==> src/design/pvm_params.svh <==
`ifndef PVM_PARAMS_SVH
`define PVM_PARAMS_SVH
// ==========================================
// bus geometry
`define PVM_ADDR_W 8
`define PVM_DATA_W 8
// ==========================================
// byte register indexes (addr[3:0], addr[7:4] zero)
`define PVM_OFS_PORT 4'h0
`define PVM_OFS_DIR 4'h1
`define PVM_OFS_B_IN 4'h2
`define PVM_OFS_B_OUT 4'h3
`define PVM_OFS_B_DIR 4'h4
`define PVM_OFS_C_IN 4'h5
`define PVM_OFS_C_OUT 4'h6
`define PVM_OFS_C_DIR 4'h7
`define PVM_OFS_FIX_OUT 4'h8
`define PVM_OFS_COPY 4'h9
`define PVM_OFS_PTR 4'ha
`define PVM_OFS_AT_PTR 4'hb
`define PVM_OFS_AT_INC 4'hc
`define PVM_OFS_AT_DEC 4'hd
// ==========================================
// bit space: addr[7] set, addr[6:3] index, addr[2:0] bit
`define PVM_BIT_SPACE_POS 7
// ==========================================
// implemented bit masks per variant
`define PVM_EP_IN 8'h1e
`define PVM_EP_OUT 8'h17
`define PVM_EP_DIR 8'h16
`define PVM_FS_IN 8'h1f
`define PVM_FS_OUT 8'h3f
`define PVM_FL_IN 8'hff
`define PVM_FL_OUT 8'hff
`define PVM_LG_IN 8'hc7
`define PVM_LG_OUT 8'hff
`define PVM_DP_ALL 8'hff
`define PVM_NONE 8'h00
// ==========================================
// reset values and sizes
`define PVM_RST_BYTE 8'h00
`define PVM_SCR_DEPTH 128
`endif

==> src/design/pvm_pkg.sv <==
`include "pvm_params.svh"
package pvm_pkg;
	typedef enum logic [2:0] {
		PVM_EIGHT_PIN,
		PVM_FIXED_SMALL,
		PVM_FIXED_LARGE,
		PVM_LEGACY,
		PVM_DUAL_PORT
	} pvm_variant_e;
	typedef enum logic [1:0] {
		PVM_STEP_NONE,
		PVM_STEP_INC,
		PVM_STEP_DEC
	} pvm_step_e;
	typedef logic [`PVM_DATA_W-1:0] pvm_byte_t;
	typedef struct packed {
		logic wr;
		logic rd;
		logic [`PVM_ADDR_W-1:0] addr;
		pvm_byte_t wdata;
	} pvm_req_s;
	typedef struct packed {
		pvm_byte_t out;
		pvm_byte_t oe;
	} pvm_pins_s;
endpackage : pvm_pkg

==> src/design/pvm_port_bank.sv <==
`timescale 1ns/100ps
`default_nettype none
`include "pvm_params.svh"
module pvm_port_bank #(
	parameter logic [7:0] IN_MASK = `PVM_FL_IN,
	parameter logic [7:0] OUT_MASK = `PVM_FL_OUT,
	parameter logic [7:0] DIR_MASK = `PVM_NONE
) (
	input wire logic clk,
	input wire logic rst_n,
	input wire pvm_pkg::pvm_byte_t pin_in,
	input wire logic wr_out,
	input wire logic wr_dir,
	input wire logic copy,
	input wire pvm_pkg::pvm_byte_t bit_en,
	input wire pvm_pkg::pvm_byte_t wbyte,
	output pvm_pkg::pvm_byte_t in_lvl,
	output pvm_pkg::pvm_byte_t dir,
	output pvm_pkg::pvm_pins_s drv
);
	import pvm_pkg::*;
	pvm_byte_t out_ff;
	pvm_byte_t dir_ff;
	genvar gi;
	// ==========================================
	// per-bit latches
	for (gi = 0; gi < 8; gi++)
	begin : g_bit
		always_ff @(posedge clk or negedge rst_n)
		begin
			if (!rst_n)
				out_ff[gi] <= 1'b0;
			else if (copy)
				out_ff[gi] <= pin_in[gi] & OUT_MASK[gi];
			else if (wr_out && bit_en[gi])
				out_ff[gi] <= wbyte[gi] & OUT_MASK[gi];
		end
		always_ff @(posedge clk or negedge rst_n)
		begin
			if (!rst_n)
				dir_ff[gi] <= 1'b0;
			else if (wr_dir && bit_en[gi])
				dir_ff[gi] <= wbyte[gi] & DIR_MASK[gi];
		end
	end
	assign in_lvl = pin_in & IN_MASK;
	assign dir = dir_ff;
	assign drv.out = out_ff;
	assign drv.oe = (OUT_MASK & ~DIR_MASK) | (dir_ff & DIR_MASK);
endmodule : pvm_port_bank
`default_nettype wire

==> src/design/pvm_scratch.sv <==
`timescale 1ns/100ps
`default_nettype none
`include "pvm_params.svh"
module pvm_scratch #(
	parameter int DEPTH = `PVM_SCR_DEPTH
) (
	input wire logic clk,
	input wire logic rst_n,
	input wire logic ptr_wr,
	input wire logic acc_wr,
	input wire logic acc_rd,
	input wire pvm_pkg::pvm_step_e step,
	input wire pvm_pkg::pvm_byte_t wdata,
	output pvm_pkg::pvm_byte_t ptr,
	output pvm_pkg::pvm_byte_t rd_byte
);
	import pvm_pkg::*;
	localparam int AW = $clog2(DEPTH);
	pvm_byte_t ptr_ff;
	pvm_byte_t mem_ff [DEPTH];
	logic [AW-1:0] idx;
	genvar gi;
	// index wraps at the depth; upper pointer bits are ignored
	assign idx = ptr_ff[AW-1:0];
	// ==========================================
	// pointer
	always_ff @(posedge clk or negedge rst_n)
	begin
		if (!rst_n)
			ptr_ff <= `PVM_RST_BYTE;
		else if (ptr_wr)
			ptr_ff <= wdata;
		else if ((acc_wr || acc_rd) && step == PVM_STEP_INC)
			ptr_ff <= ptr_ff + 8'h01;
		else if ((acc_wr || acc_rd) && step == PVM_STEP_DEC)
			ptr_ff <= ptr_ff - 8'h01;
	end
	for (gi = 0; gi < DEPTH; gi++)
	begin : g_mem
		always_ff @(posedge clk or negedge rst_n)
		begin
			if (!rst_n)
				mem_ff[gi] <= `PVM_RST_BYTE;
			else if (acc_wr && idx == AW'(gi))
				mem_ff[gi] <= wdata;
		end
	end
	assign ptr = ptr_ff;
	assign rd_byte = mem_ff[idx];
endmodule : pvm_scratch
`default_nettype wire

==> src/design/pvm_top.sv <==
// Notes on behaviour
// - A byte write to the port drives every output pin from its bit.
// - A port read returns the input pin levels sampled at the read.
// - Copying the port to itself loads input levels into the outputs.
// - The eight-pin variant has direction bits only at 4, 2 and 1.
// - Each direction bit makes its pin a driven output or an input.
// - Small fixed variant inputs are bits 4..0; large has all eight.
// - Small fixed variant outputs are bits 5..0; large has all eight.
// - Legacy variant inputs are bits 7, 6, 2, 1 and 0 only.
// - Dual port variant has own input, output and direction for B, C.
// - The byte pointer selects scratch data and steps after an increment or decrement access.
// - Each implemented input bit reads on its own as one bit.
// - Each output bit writes alone, other outputs keep their level.
// - Each direction bit writes alone, others keep their value.
`timescale 1ns/100ps
`default_nettype none
`include "pvm_params.svh"
module pvm_top #(
	parameter pvm_pkg::pvm_variant_e VARIANT = pvm_pkg::PVM_DUAL_PORT,
	parameter int SCR_DEPTH = `PVM_SCR_DEPTH
) (
	input wire logic ref_clk,
	input wire logic reset_n,
	input wire pvm_pkg::pvm_req_s req,
	output pvm_pkg::pvm_byte_t rdata,
	input wire pvm_pkg::pvm_byte_t port_a_in,
	input wire pvm_pkg::pvm_byte_t port_b_in,
	input wire pvm_pkg::pvm_byte_t port_c_in,
	output pvm_pkg::pvm_pins_s port_a_drv,
	output pvm_pkg::pvm_pins_s port_b_drv,
	output pvm_pkg::pvm_pins_s port_c_drv
);
	import pvm_pkg::*;
	localparam bit DUAL = (VARIANT == PVM_DUAL_PORT);

	// ==========================================
	// implemented masks
	function automatic pvm_byte_t in_mask(input int p);
		pvm_byte_t a;
		a = `PVM_NONE;
		case (VARIANT)
			PVM_EIGHT_PIN: a = `PVM_EP_IN;
			PVM_FIXED_SMALL: a = `PVM_FS_IN;
			PVM_FIXED_LARGE: a = `PVM_FL_IN;
			PVM_LEGACY: a = `PVM_LG_IN;
			default: a = `PVM_NONE;
		endcase
		if (DUAL)
			return (p == 0) ? `PVM_NONE : `PVM_DP_ALL;
		return (p == 0) ? a : `PVM_NONE;
	endfunction : in_mask

	function automatic pvm_byte_t out_mask(input int p);
		pvm_byte_t a;
		a = `PVM_NONE;
		case (VARIANT)
			PVM_EIGHT_PIN: a = `PVM_EP_OUT;
			PVM_FIXED_SMALL: a = `PVM_FS_OUT;
			PVM_FIXED_LARGE: a = `PVM_FL_OUT;
			PVM_LEGACY: a = `PVM_LG_OUT;
			default: a = `PVM_NONE;
		endcase
		if (DUAL)
			return (p == 0) ? `PVM_NONE : `PVM_DP_ALL;
		return (p == 0) ? a : `PVM_NONE;
	endfunction : out_mask

	function automatic pvm_byte_t dir_mask(input int p);
		if (VARIANT == PVM_EIGHT_PIN)
			return (p == 0) ? `PVM_EP_DIR : `PVM_NONE;
		if (DUAL)
			return (p == 0) ? `PVM_NONE : `PVM_DP_ALL;
		return `PVM_NONE;
	endfunction : dir_mask

	// ==========================================
	// reset release
	logic [1:0] rst_ff;
	logic rst_n;
	always_ff @(posedge ref_clk or negedge reset_n)
	begin
		if (!reset_n)
			rst_ff <= 2'b00;
		else
			rst_ff <= {rst_ff[0], 1'b1};
	end
	assign rst_n = rst_ff[1];

	// ==========================================
	// decode
	logic bit_acc;
	logic byte_acc;
	logic [3:0] idx;
	logic [2:0] bsel;
	pvm_byte_t bit_en;
	pvm_byte_t wbyte;
	logic [15:0] wr_hit;
	assign bit_acc = req.addr[`PVM_BIT_SPACE_POS];
	assign byte_acc = (req.addr[7:4] == 4'h0);
	assign idx = bit_acc ? req.addr[6:3] : req.addr[3:0];
	assign bsel = req.addr[2:0];
	assign bit_en = bit_acc ? (8'h01 << bsel) : 8'hff;
	assign wbyte = bit_acc ? {8{req.wdata[0]}} : req.wdata;
	always_comb
	begin
		wr_hit = 16'h0000;
		if (req.wr && (bit_acc || byte_acc))
			wr_hit[idx] = 1'b1;
	end

	// ==========================================
	// port banks
	pvm_byte_t pin_in [3];
	pvm_byte_t in_lvl [3];
	pvm_byte_t dir [3];
	pvm_pins_s drv [3];
	logic [2:0] wr_out;
	logic [2:0] wr_dir;
	logic [2:0] copy;
	assign pin_in[0] = port_a_in;
	assign pin_in[1] = port_b_in;
	assign pin_in[2] = port_c_in;
	assign wr_out[0] = wr_hit[`PVM_OFS_PORT] | wr_hit[`PVM_OFS_FIX_OUT];
	assign wr_out[1] = wr_hit[`PVM_OFS_B_OUT];
	assign wr_out[2] = wr_hit[`PVM_OFS_C_OUT];
	assign wr_dir[0] = wr_hit[`PVM_OFS_DIR];
	assign wr_dir[1] = wr_hit[`PVM_OFS_B_DIR];
	assign wr_dir[2] = wr_hit[`PVM_OFS_C_DIR];
	assign copy = {3{wr_hit[`PVM_OFS_COPY]}} & bit_en[2:0] & wbyte[2:0];

	genvar gp;
	for (gp = 0; gp < 3; gp++)
	begin : g_bank
		pvm_port_bank #(
			.IN_MASK(in_mask(gp)),
			.OUT_MASK(out_mask(gp)),
			.DIR_MASK(dir_mask(gp))
		) u_bank (
			.clk(ref_clk),
			.rst_n(rst_n),
			.pin_in(pin_in[gp]),
			.wr_out(wr_out[gp]),
			.wr_dir(wr_dir[gp]),
			.copy(copy[gp]),
			.bit_en(bit_en),
			.wbyte(wbyte),
			.in_lvl(in_lvl[gp]),
			.dir(dir[gp]),
			.drv(drv[gp])
		);
	end
	assign port_a_drv = drv[0];
	assign port_b_drv = drv[1];
	assign port_c_drv = drv[2];

	// ==========================================
	// scratchpad, dual port variant only
	pvm_step_e step;
	pvm_byte_t ptr;
	pvm_byte_t scr_byte;
	logic acc_hit;
	logic acc_rd;
	always_comb
	begin
		case (req.addr[3:0])
			`PVM_OFS_AT_INC: step = PVM_STEP_INC;
			`PVM_OFS_AT_DEC: step = PVM_STEP_DEC;
			default: step = PVM_STEP_NONE;
		endcase
	end
	// indirect forms are byte wide only; a bit access would step twice
	assign acc_hit = DUAL && byte_acc && req.addr[3:0] >= `PVM_OFS_AT_PTR
		&& req.addr[3:0] <= `PVM_OFS_AT_DEC;
	assign acc_rd = acc_hit && req.rd;

	pvm_scratch #(
		.DEPTH(SCR_DEPTH)
	) u_scratch (
		.clk(ref_clk),
		.rst_n(rst_n),
		.ptr_wr(DUAL && wr_hit[`PVM_OFS_PTR]),
		.acc_wr(acc_hit && req.wr),
		.acc_rd(acc_rd),
		.step(step),
		.wdata(req.wdata),
		.ptr(ptr),
		.rd_byte(scr_byte)
	);

	// ==========================================
	// read path
	pvm_byte_t rd_val;
	pvm_byte_t rdata_ff;
	always_comb
	begin
		case (idx)
			// live pin levels at the read
			`PVM_OFS_PORT: rd_val = in_lvl[0];
			`PVM_OFS_DIR: rd_val = dir[0];
			`PVM_OFS_B_IN: rd_val = in_lvl[1];
			`PVM_OFS_B_DIR: rd_val = dir[1];
			`PVM_OFS_C_IN: rd_val = in_lvl[2];
			`PVM_OFS_C_DIR: rd_val = dir[2];
			`PVM_OFS_PTR: rd_val = DUAL ? ptr : `PVM_NONE;
			`PVM_OFS_AT_PTR,
			`PVM_OFS_AT_INC,
			`PVM_OFS_AT_DEC: rd_val = (DUAL && !bit_acc) ? scr_byte : `PVM_NONE;
			default: rd_val = `PVM_NONE;
		endcase
	end
	always_ff @(posedge ref_clk or negedge rst_n)
	begin
		if (!rst_n)
			rdata_ff <= `PVM_RST_BYTE;
		else if (req.rd && bit_acc)
			rdata_ff <= {7'h00, rd_val[bsel]};
		else if (req.rd && byte_acc)
			rdata_ff <= rd_val;
		else
			rdata_ff <= `PVM_RST_BYTE;
	end
	assign rdata = rdata_ff;

	// ==========================================
	// checks
	pvm_req_s req_q_ff;
	pvm_byte_t pa_q_ff;
	pvm_byte_t outa_q_ff;
	pvm_byte_t outc_q_ff;
	pvm_byte_t dira_q_ff;
	pvm_byte_t ptr_q_ff;
	always_ff @(posedge ref_clk or negedge rst_n)
	begin
		if (!rst_n)
		begin
			req_q_ff <= '0;
			pa_q_ff <= `PVM_RST_BYTE;
			outa_q_ff <= `PVM_RST_BYTE;
			outc_q_ff <= `PVM_RST_BYTE;
			dira_q_ff <= `PVM_RST_BYTE;
			ptr_q_ff <= `PVM_RST_BYTE;
		end
		else
		begin
			req_q_ff <= req;
			pa_q_ff <= port_a_in;
			outa_q_ff <= drv[0].out;
			outc_q_ff <= drv[2].out;
			dira_q_ff <= dir[0];
			ptr_q_ff <= ptr;
		end
	end
endmodule : pvm_top
`default_nettype wire

==> config.mk <==
export PLATFORM = sky130hd
export DESIGN_NAME = pvm_top
export DESIGN_NICKNAME = d
export VERILOG_FILES = /design/src/design/pvm_pkg.sv /design/src/design/pvm_port_bank.sv /design/src/design/pvm_scratch.sv /design/src/design/pvm_top.sv
export VERILOG_INCLUDE_DIRS = /design/src /design/src/design
export SDC_FILE = /design/constraint.sdc
export NUM_CORES = 2
export LEC_CHECK = 0
export BUFFER_PORTS_ARGS = -buffer_cell sky130_fd_sc_hd__buf_2
export CORE_MARGIN = 2
export CORE_UTILIZATION = 45
export CTS_CLUSTER_SIZE = 8
export DETAILED_ROUTE_END_ITERATION = 16
export PLACE_DENSITY = 0.68
export SLEW_MARGIN = 20
export SYNTH_ARGS = -nofsm -noshare
export SYNTH_HDL_FRONTEND = slang
export SYNTH_SLANG_ARGS = --single-unit
==> constraint.sdc <==
create_clock -name ref_clk -period 73.3 [get_ports ref_clk]
set_clock_uncertainty 0.15 [all_clocks]
set_input_delay 10.995 -clock ref_clk [delete_from_list [all_inputs] [get_ports ref_clk]]
set_output_delay 10.995 -clock ref_clk [all_outputs]
set_load 0.02 [all_outputs]
== Word level (Yosys, flattened, before mapping) ==
Index checks and enable logic that the tools add are counted.
Storage, ports and cells
  register bits after elaboration: 1082
  input port bits: 44
  output and inout bits: 56
Operators by class
  add/subtract/negate cells: 2
  $lt $le $gt $ge: 6
  equal/unequal tests: 139
  shifts and indexed selects: 1
  mux-type cells: 67
  bitwise logic cells: 4
  reduce and logical (&&, ||, !) cells: 208
Operators by type and width (count)
  7-bit equality test (second input constant): 64
  7-bit by 6-bit equality test with 1-bit output (second input constant): 32
  1-bit logical AND: 178
  7-bit by 5-bit equality test with 1-bit output (second input constant): 16
  8-bit two-way mux: 10
  8-bit binary-select mux with 7-bit select: 1
  7-bit by 4-bit equality test with 1-bit output (second input constant): 8
  1-bit two-way mux: 50
  8-bit case mux with 6 select lines: 1
  2-bit nonzero test: 24
  7-bit by 3-bit equality test with 1-bit output (second input constant): 4
  4-bit equality test (second input constant): 6
  7-bit by 2-bit equality test with 1-bit output (second input constant): 2
  4-bit by 3-bit equality test with 1-bit output (second input constant): 3
  11-bit two-way mux: 1
  8-bit by 1-bit adder with 8-bit output (second input constant): 1
  8-bit greater-or-equal comparator (second input constant): 1
  7-bit NOT with 8-bit output: 1
  1-bit by 3-bit << shifter with 8-bit output (first input constant): 1
  8-bit by 1-bit subtractor with 8-bit output (second input constant): 1
  7-bit by 1-bit equality test with 1-bit output (second input constant): 1
  7-bit zero test: 1
  3-bit bitwise AND: 2
  4-bit by 5-bit < comparator with 1-bit output (second input constant): 1
  16 further kinds: 17

== Longest topological paths before layout ==
  depth in word-level cells: 10
  depth in mapped cells: 14

== By module ==
A second synthesis with hierarchy kept.
Unflattened totals
  cells, all modules: 3489
  area total of the unflattened synthesis: 51709.6 µm²
Modules (own cells, without submodules)
  pvm_scratch: times used 1, cells an instance 3047, area an instance 47865.9 µm²
  pvm_top: times used 1, cells an instance 243, area an instance 1815.5 µm²
  pvm_port_bank at g_bank[1].u_bank ...: times used 2, cells an instance 83, area an instance 892.1 µm²
  pvm_port_bank at g_bank[0].u_bank: times used 1, cells an instance 33, area an instance 244.0 µm²

== Worst setup path before layout ==
No wires, ideal clock.
  kind: input-to-reg
  start: input req[15] (netlist bit)
  end: register u_scratch.ptr_ff[7], in the netlist u_scratch.ptr[7]
  data arrival time: 13.511 ns
  data required time: 73.013 ns
  slack: 59.501 ns
  cell stages on the path: 14
  path buffers: 1
  path through: buf_2 -> nand2b_1 -> nor4_2 -> o211a_1 -> nand2_1 -> ha_1 -> a21o_1 -> a21oi_1 -> o21bai_1 -> a21oi_2 -> o21bai_1 -> a21o_1 -> a211oi_1 -> o221ai_1
On the way
  longest elaborated chain between the ends: 8
Ends and longest elaborated chain
  start, declared: RTL line pvm_top.sv:24  | input wire pvm_pkg::pvm_req_s req,
  parallel branches: the longest is 8 deep, another holds 4-bit by 5-bit < comparator with 1-bit output
  end signal, assigned: RTL line pvm_scratch.sv:32  | ptr_ff <= wdata;
  end signal, assigned: RTL line pvm_scratch.sv:34  | ptr_ff <= ptr_ff + 8'h01;
  end signal, assigned: RTL line pvm_scratch.sv:36  | ptr_ff <= ptr_ff - 8'h01;
  end, declared: RTL line pvm_scratch.sv:19  | pvm_byte_t ptr_ff;
Parallel ways; which one is timed is not known.
A chain may end at the register's enable or synchronous reset.

== Final worst setup path ==
  start: input req[15] (netlist bit)
  end: register u_scratch.mem_ff[168] (netlist bit)
On the way
  longest elaborated chain between the ends: 5
Ends and longest elaborated chain
  4-bit zero test: RTL line pvm_top.sv:99  | assign byte_acc = (req.addr[7:4] == 4'h0);
  1-bit logical AND (no line) (2 in a row)
  1-bit logical AND: RTL line pvm_top.sv:182  | .acc_wr(acc_hit && req.wr),
  1-bit logical AND: RTL line pvm_scratch.sv:44  | else if (acc_wr && idx == AW'(gi))
  end signal, assigned by index: RTL line pvm_scratch.sv:43  | mem_ff[gi] <= `PVM_RST_BYTE;
  end signal, assigned by index: RTL line pvm_scratch.sv:45  | mem_ff[gi] <= wdata;
  end, declared: RTL line pvm_scratch.sv:20  | pvm_byte_t mem_ff [DEPTH];
Every way passes these cells.

==> metrics.md <==
| Metric | Value |
|---|---|
| Outcome | `completed` |
| Setup bufs post-CTS | `0` |
| Top cell type's share of synthesized area | `53.7%` |
| Die width | `338 um` |
| Gpl congestion | `0.884` |
| Core Region | `0.111 mm2` |
| Critical Path RT | `73,790 ps` |
| Initial antenna violation count | `3` |
| CTS buffer count | `153` |
| Peak supply drop | `20.3 uV` |
| Synth cell types | `90` |
| Largest cells by area after synthesis | `dfrtp_1 54%, mux2_2 16%, mux4_2 9.8%` |
| Critical Path AT | `14,870 ps` |
| RSZ-0062 raised after global routing | `no` |
| Setup Crit Path Kind | `in -> reg` |
| H-tree levels | `4` |
| Pin count of the biggest net entering global routing | `182` |
| R2r setup slk | `67,970 ps` |
| Multi-input logic area | `0.0217 mm2` |
| Asr flop ratio synth | `100%` |
| Yosys top cell by area | `dfrtp_1` |
| Max clock buf depth | `3` |
| CP startpoint kind | `primary input` |
| Die Footprint | `0.114 mm2` |
| MaxCap Viol Count | `0` |
| First-pass GRT wire length | `217,000 um` |
| Die Y | `338 um` |
| Storage cell area | `0.0269 mm2` |
| Syn Inst Count | `3,695` |
| Row cnt | `122` |
| Ys flop type | `dfrtp_1` |
| Vias in the first global route | `32,800` |
| Final Power | `0.00150 W` |
| GR Overflow Total | `0` |
| TritonRoute pass-1 iters | `7` |
| CP max FO | `33` |
| Residual DRC | `0` |
| Leak Pwr | `26.2 nW` |
| Drt initial violations | `3,313` |
| Fmax | `69.5 MHz` |
| Syn Area/Cell | `13.6 um2` |
| Worst-margin pin slew | `1300 ps` |
| Area Growth Syn to Fin | `11.1%` |
| Setup TNS | `0 ps` |
| Cells after DPL | `5,041` |
| Synth Register Bits | `1,074` |
| Pins Over Slew Limit | `0` |
| Place WS | `58,360 ps` |
| Fillers | `9,420` |
| # resized after CTS | `0` |
| Seq/Total Area, Yosys | `53.7%` |
| CTS clk-pin slew, worst paths | `50 ps` |
| Post-layout min period | `14,390 ps` |
| Total wire length | `143,000 um` |
| Vias/cell | `6.12` |
| Final antenna-violating net count | `0` |
| CTS tree | `done` |
| Final hold violation count | `0` |
| Final HPWL DP | `86,500 um` |
| CTS Sinks | `1,074` |
| Starting Density | `45.3%` |
| Post-route insts no fill | `5,221` |
| Cts hold-fix bufs | `0` |
| Root Driver | `clkbuf_16` |
| # setup viols final | `0` |
| Routed via count | `32,000` |
| Top Ports | `100` |
| Ys Warns | `0` |
| All-layer global routing usage | `25.7%` |
| Final-stage net count | `3,762` |
| WL/cell | `27.4 um` |
| Cell Pwr Density | `27.0 mW/mm2` |
| Cell Area, Synth | `0.0501 mm2` |
| Layout cells sized above 1 | `35.4%` |
| Slew headroom | `13.2%` |
| Final Cycle Share | `19.6%` |
| Port buffer count | `75` |
| CP endpoint kind | `register` |
| Post-synth EDFFs | `0` |
| Skew-Pair Late Insertion Delay | `760 ps` |
| Worst min-delay path category | `reg -> reg` |
| Final WS setup | `58,910 ps` |
==> cells in the final DEF, fill, tap and decap left out, drive strengths merged, types with 52 or more instances in the layout <==
cell    synthesis  final
mux2i         114    114
mux4          225    225
dfrtp        1074   1074
a21oi          52     52
nand2         404    404
nor2          127    127
o21ai         255    255
buf           105    135
clkbuf        184    158
mux2          840    840
==> per-stage QoR <==
stage          area (um2)  util, %  hold slack (ps)
6_report            55600     50.3              198
5_1_grt             55600     50.3              215
4_1_cts             55600     50.3              200
3_5_place_dp        51400     46.5              186
3_3_place_gp        51400     46.5              185
2_1_floorplan       50100        -              181
==> Yosys cell counts (14+ instances only) <==
cell type     n
a21oi_1      51
a22oi_1      26
buf_2        35
buf_4        37
buf_6        20
clkbuf_1    184
dfrtp_1    1074
inv_1        18
mux2_1      131
mux2_2      709
mux2i_1     114
mux4_2      218
nand2_1     395
nand2b_1     14
nand3_1      20
nor2_1       82
nor2_2       35
nor3_1       24
o21ai_0     251
o22ai_1      17
==> cells by family (layout without fill, tap and decap cells) <==
family	Yosys count	after routing	share of synthesized area (%)
xor+xnor	6	6	0.105
simple gates	650	650	5.84
compound gates	468	468	5.69
mux	1179	1179	31.3
fa+ha+maj	7	7	0.190
other cells	2	18	0.0150
buf+inv	309	331	3.17
flops	1074	1074	53.7
==> metal layers <==
metal | track usage, % | part of all wire (%) | wire, um | vias up
met4 | 10.4 | 3.9 | 5630 | 2
li1 | - | - | - | 13500
met2 | 39.4 | 46 | 65200 | 1253
met1 | 35.8 | 43 | 61200 | 17000
met5 | 0 | 0.0091 | 13 | -
met3 | 5.22 | 7.8 | 11100 | 307
==> path summary, 6_finish.rpt <==
path | cells after the start | endpoint | from
max | 8 | u_scratch.mem_ff[168]$_DFFE_PN0P_ | req[15]
min | 0 | rst_ff[1]$_DFF_PN0_ | rst_ff[0]$_DFF_PN0_
max reg2reg | 10 | rdata[0]$_DFF_PN0_ | u_scratch.ptr[0]$_DFFE_PN0P_
min reg2reg | 0 | rst_ff[1]$_DFF_PN0_ | rst_ff[0]$_DFF_PN0_
max in group asynchronous | 1 | rst_ff[1]$_DFF_PN0_ | reset_n
min in group asynchronous | 0 | u_scratch.mem_ff[928]$_DFFE_PN0P_ | rst_ff[1]$_DFF_PN0_
==> flip-flops by register name, indices dropped and copies added, names as in the netlist <==
signal             cells
g_bank.u_bank.dir     16
g_bank.u_bank.drv     16
rdata                  8
rst_ff                 2
u_scratch.mem_ff    1024
u_scratch.ptr          8
==> layout make-up <==
cell class | count | area share [%]
antenna | 1 | 0.00450
clock buffer | 158 | 6.92
clock inverter | 18 | 0.562
inverter | 20 | 0.135
multi-input combinational | 2327 | 39.0
sequential | 1074 | 48.3
tap | 1488 | 3.35
timing repair buffer | 135 | 1.71
==> where the power goes <==
part / total (W) / leakage (nW) / switching (W) / internal (W)
Sequential: 0.000619 / 15.0 / 0.0000158 / 0.000603
Clock: 0.000633 / 2.04 / 0.000260 / 0.000373
Combinational: 0.000250 / 9.23 / 0.000172 / 0.0000782
Total: 0.00150 / 26.2 / 0.000448 / 0.00105
==> critical path, cell delays in order <==
cell      delay (ps)
buf_2            280
nand2b_1         280
nor4_2           350
nand4_1          400
nand2b_1         370
nor2_2           990
nand2_1          720
mux2_2           460
Note: power is estimated with default switching activity, not from simulation.
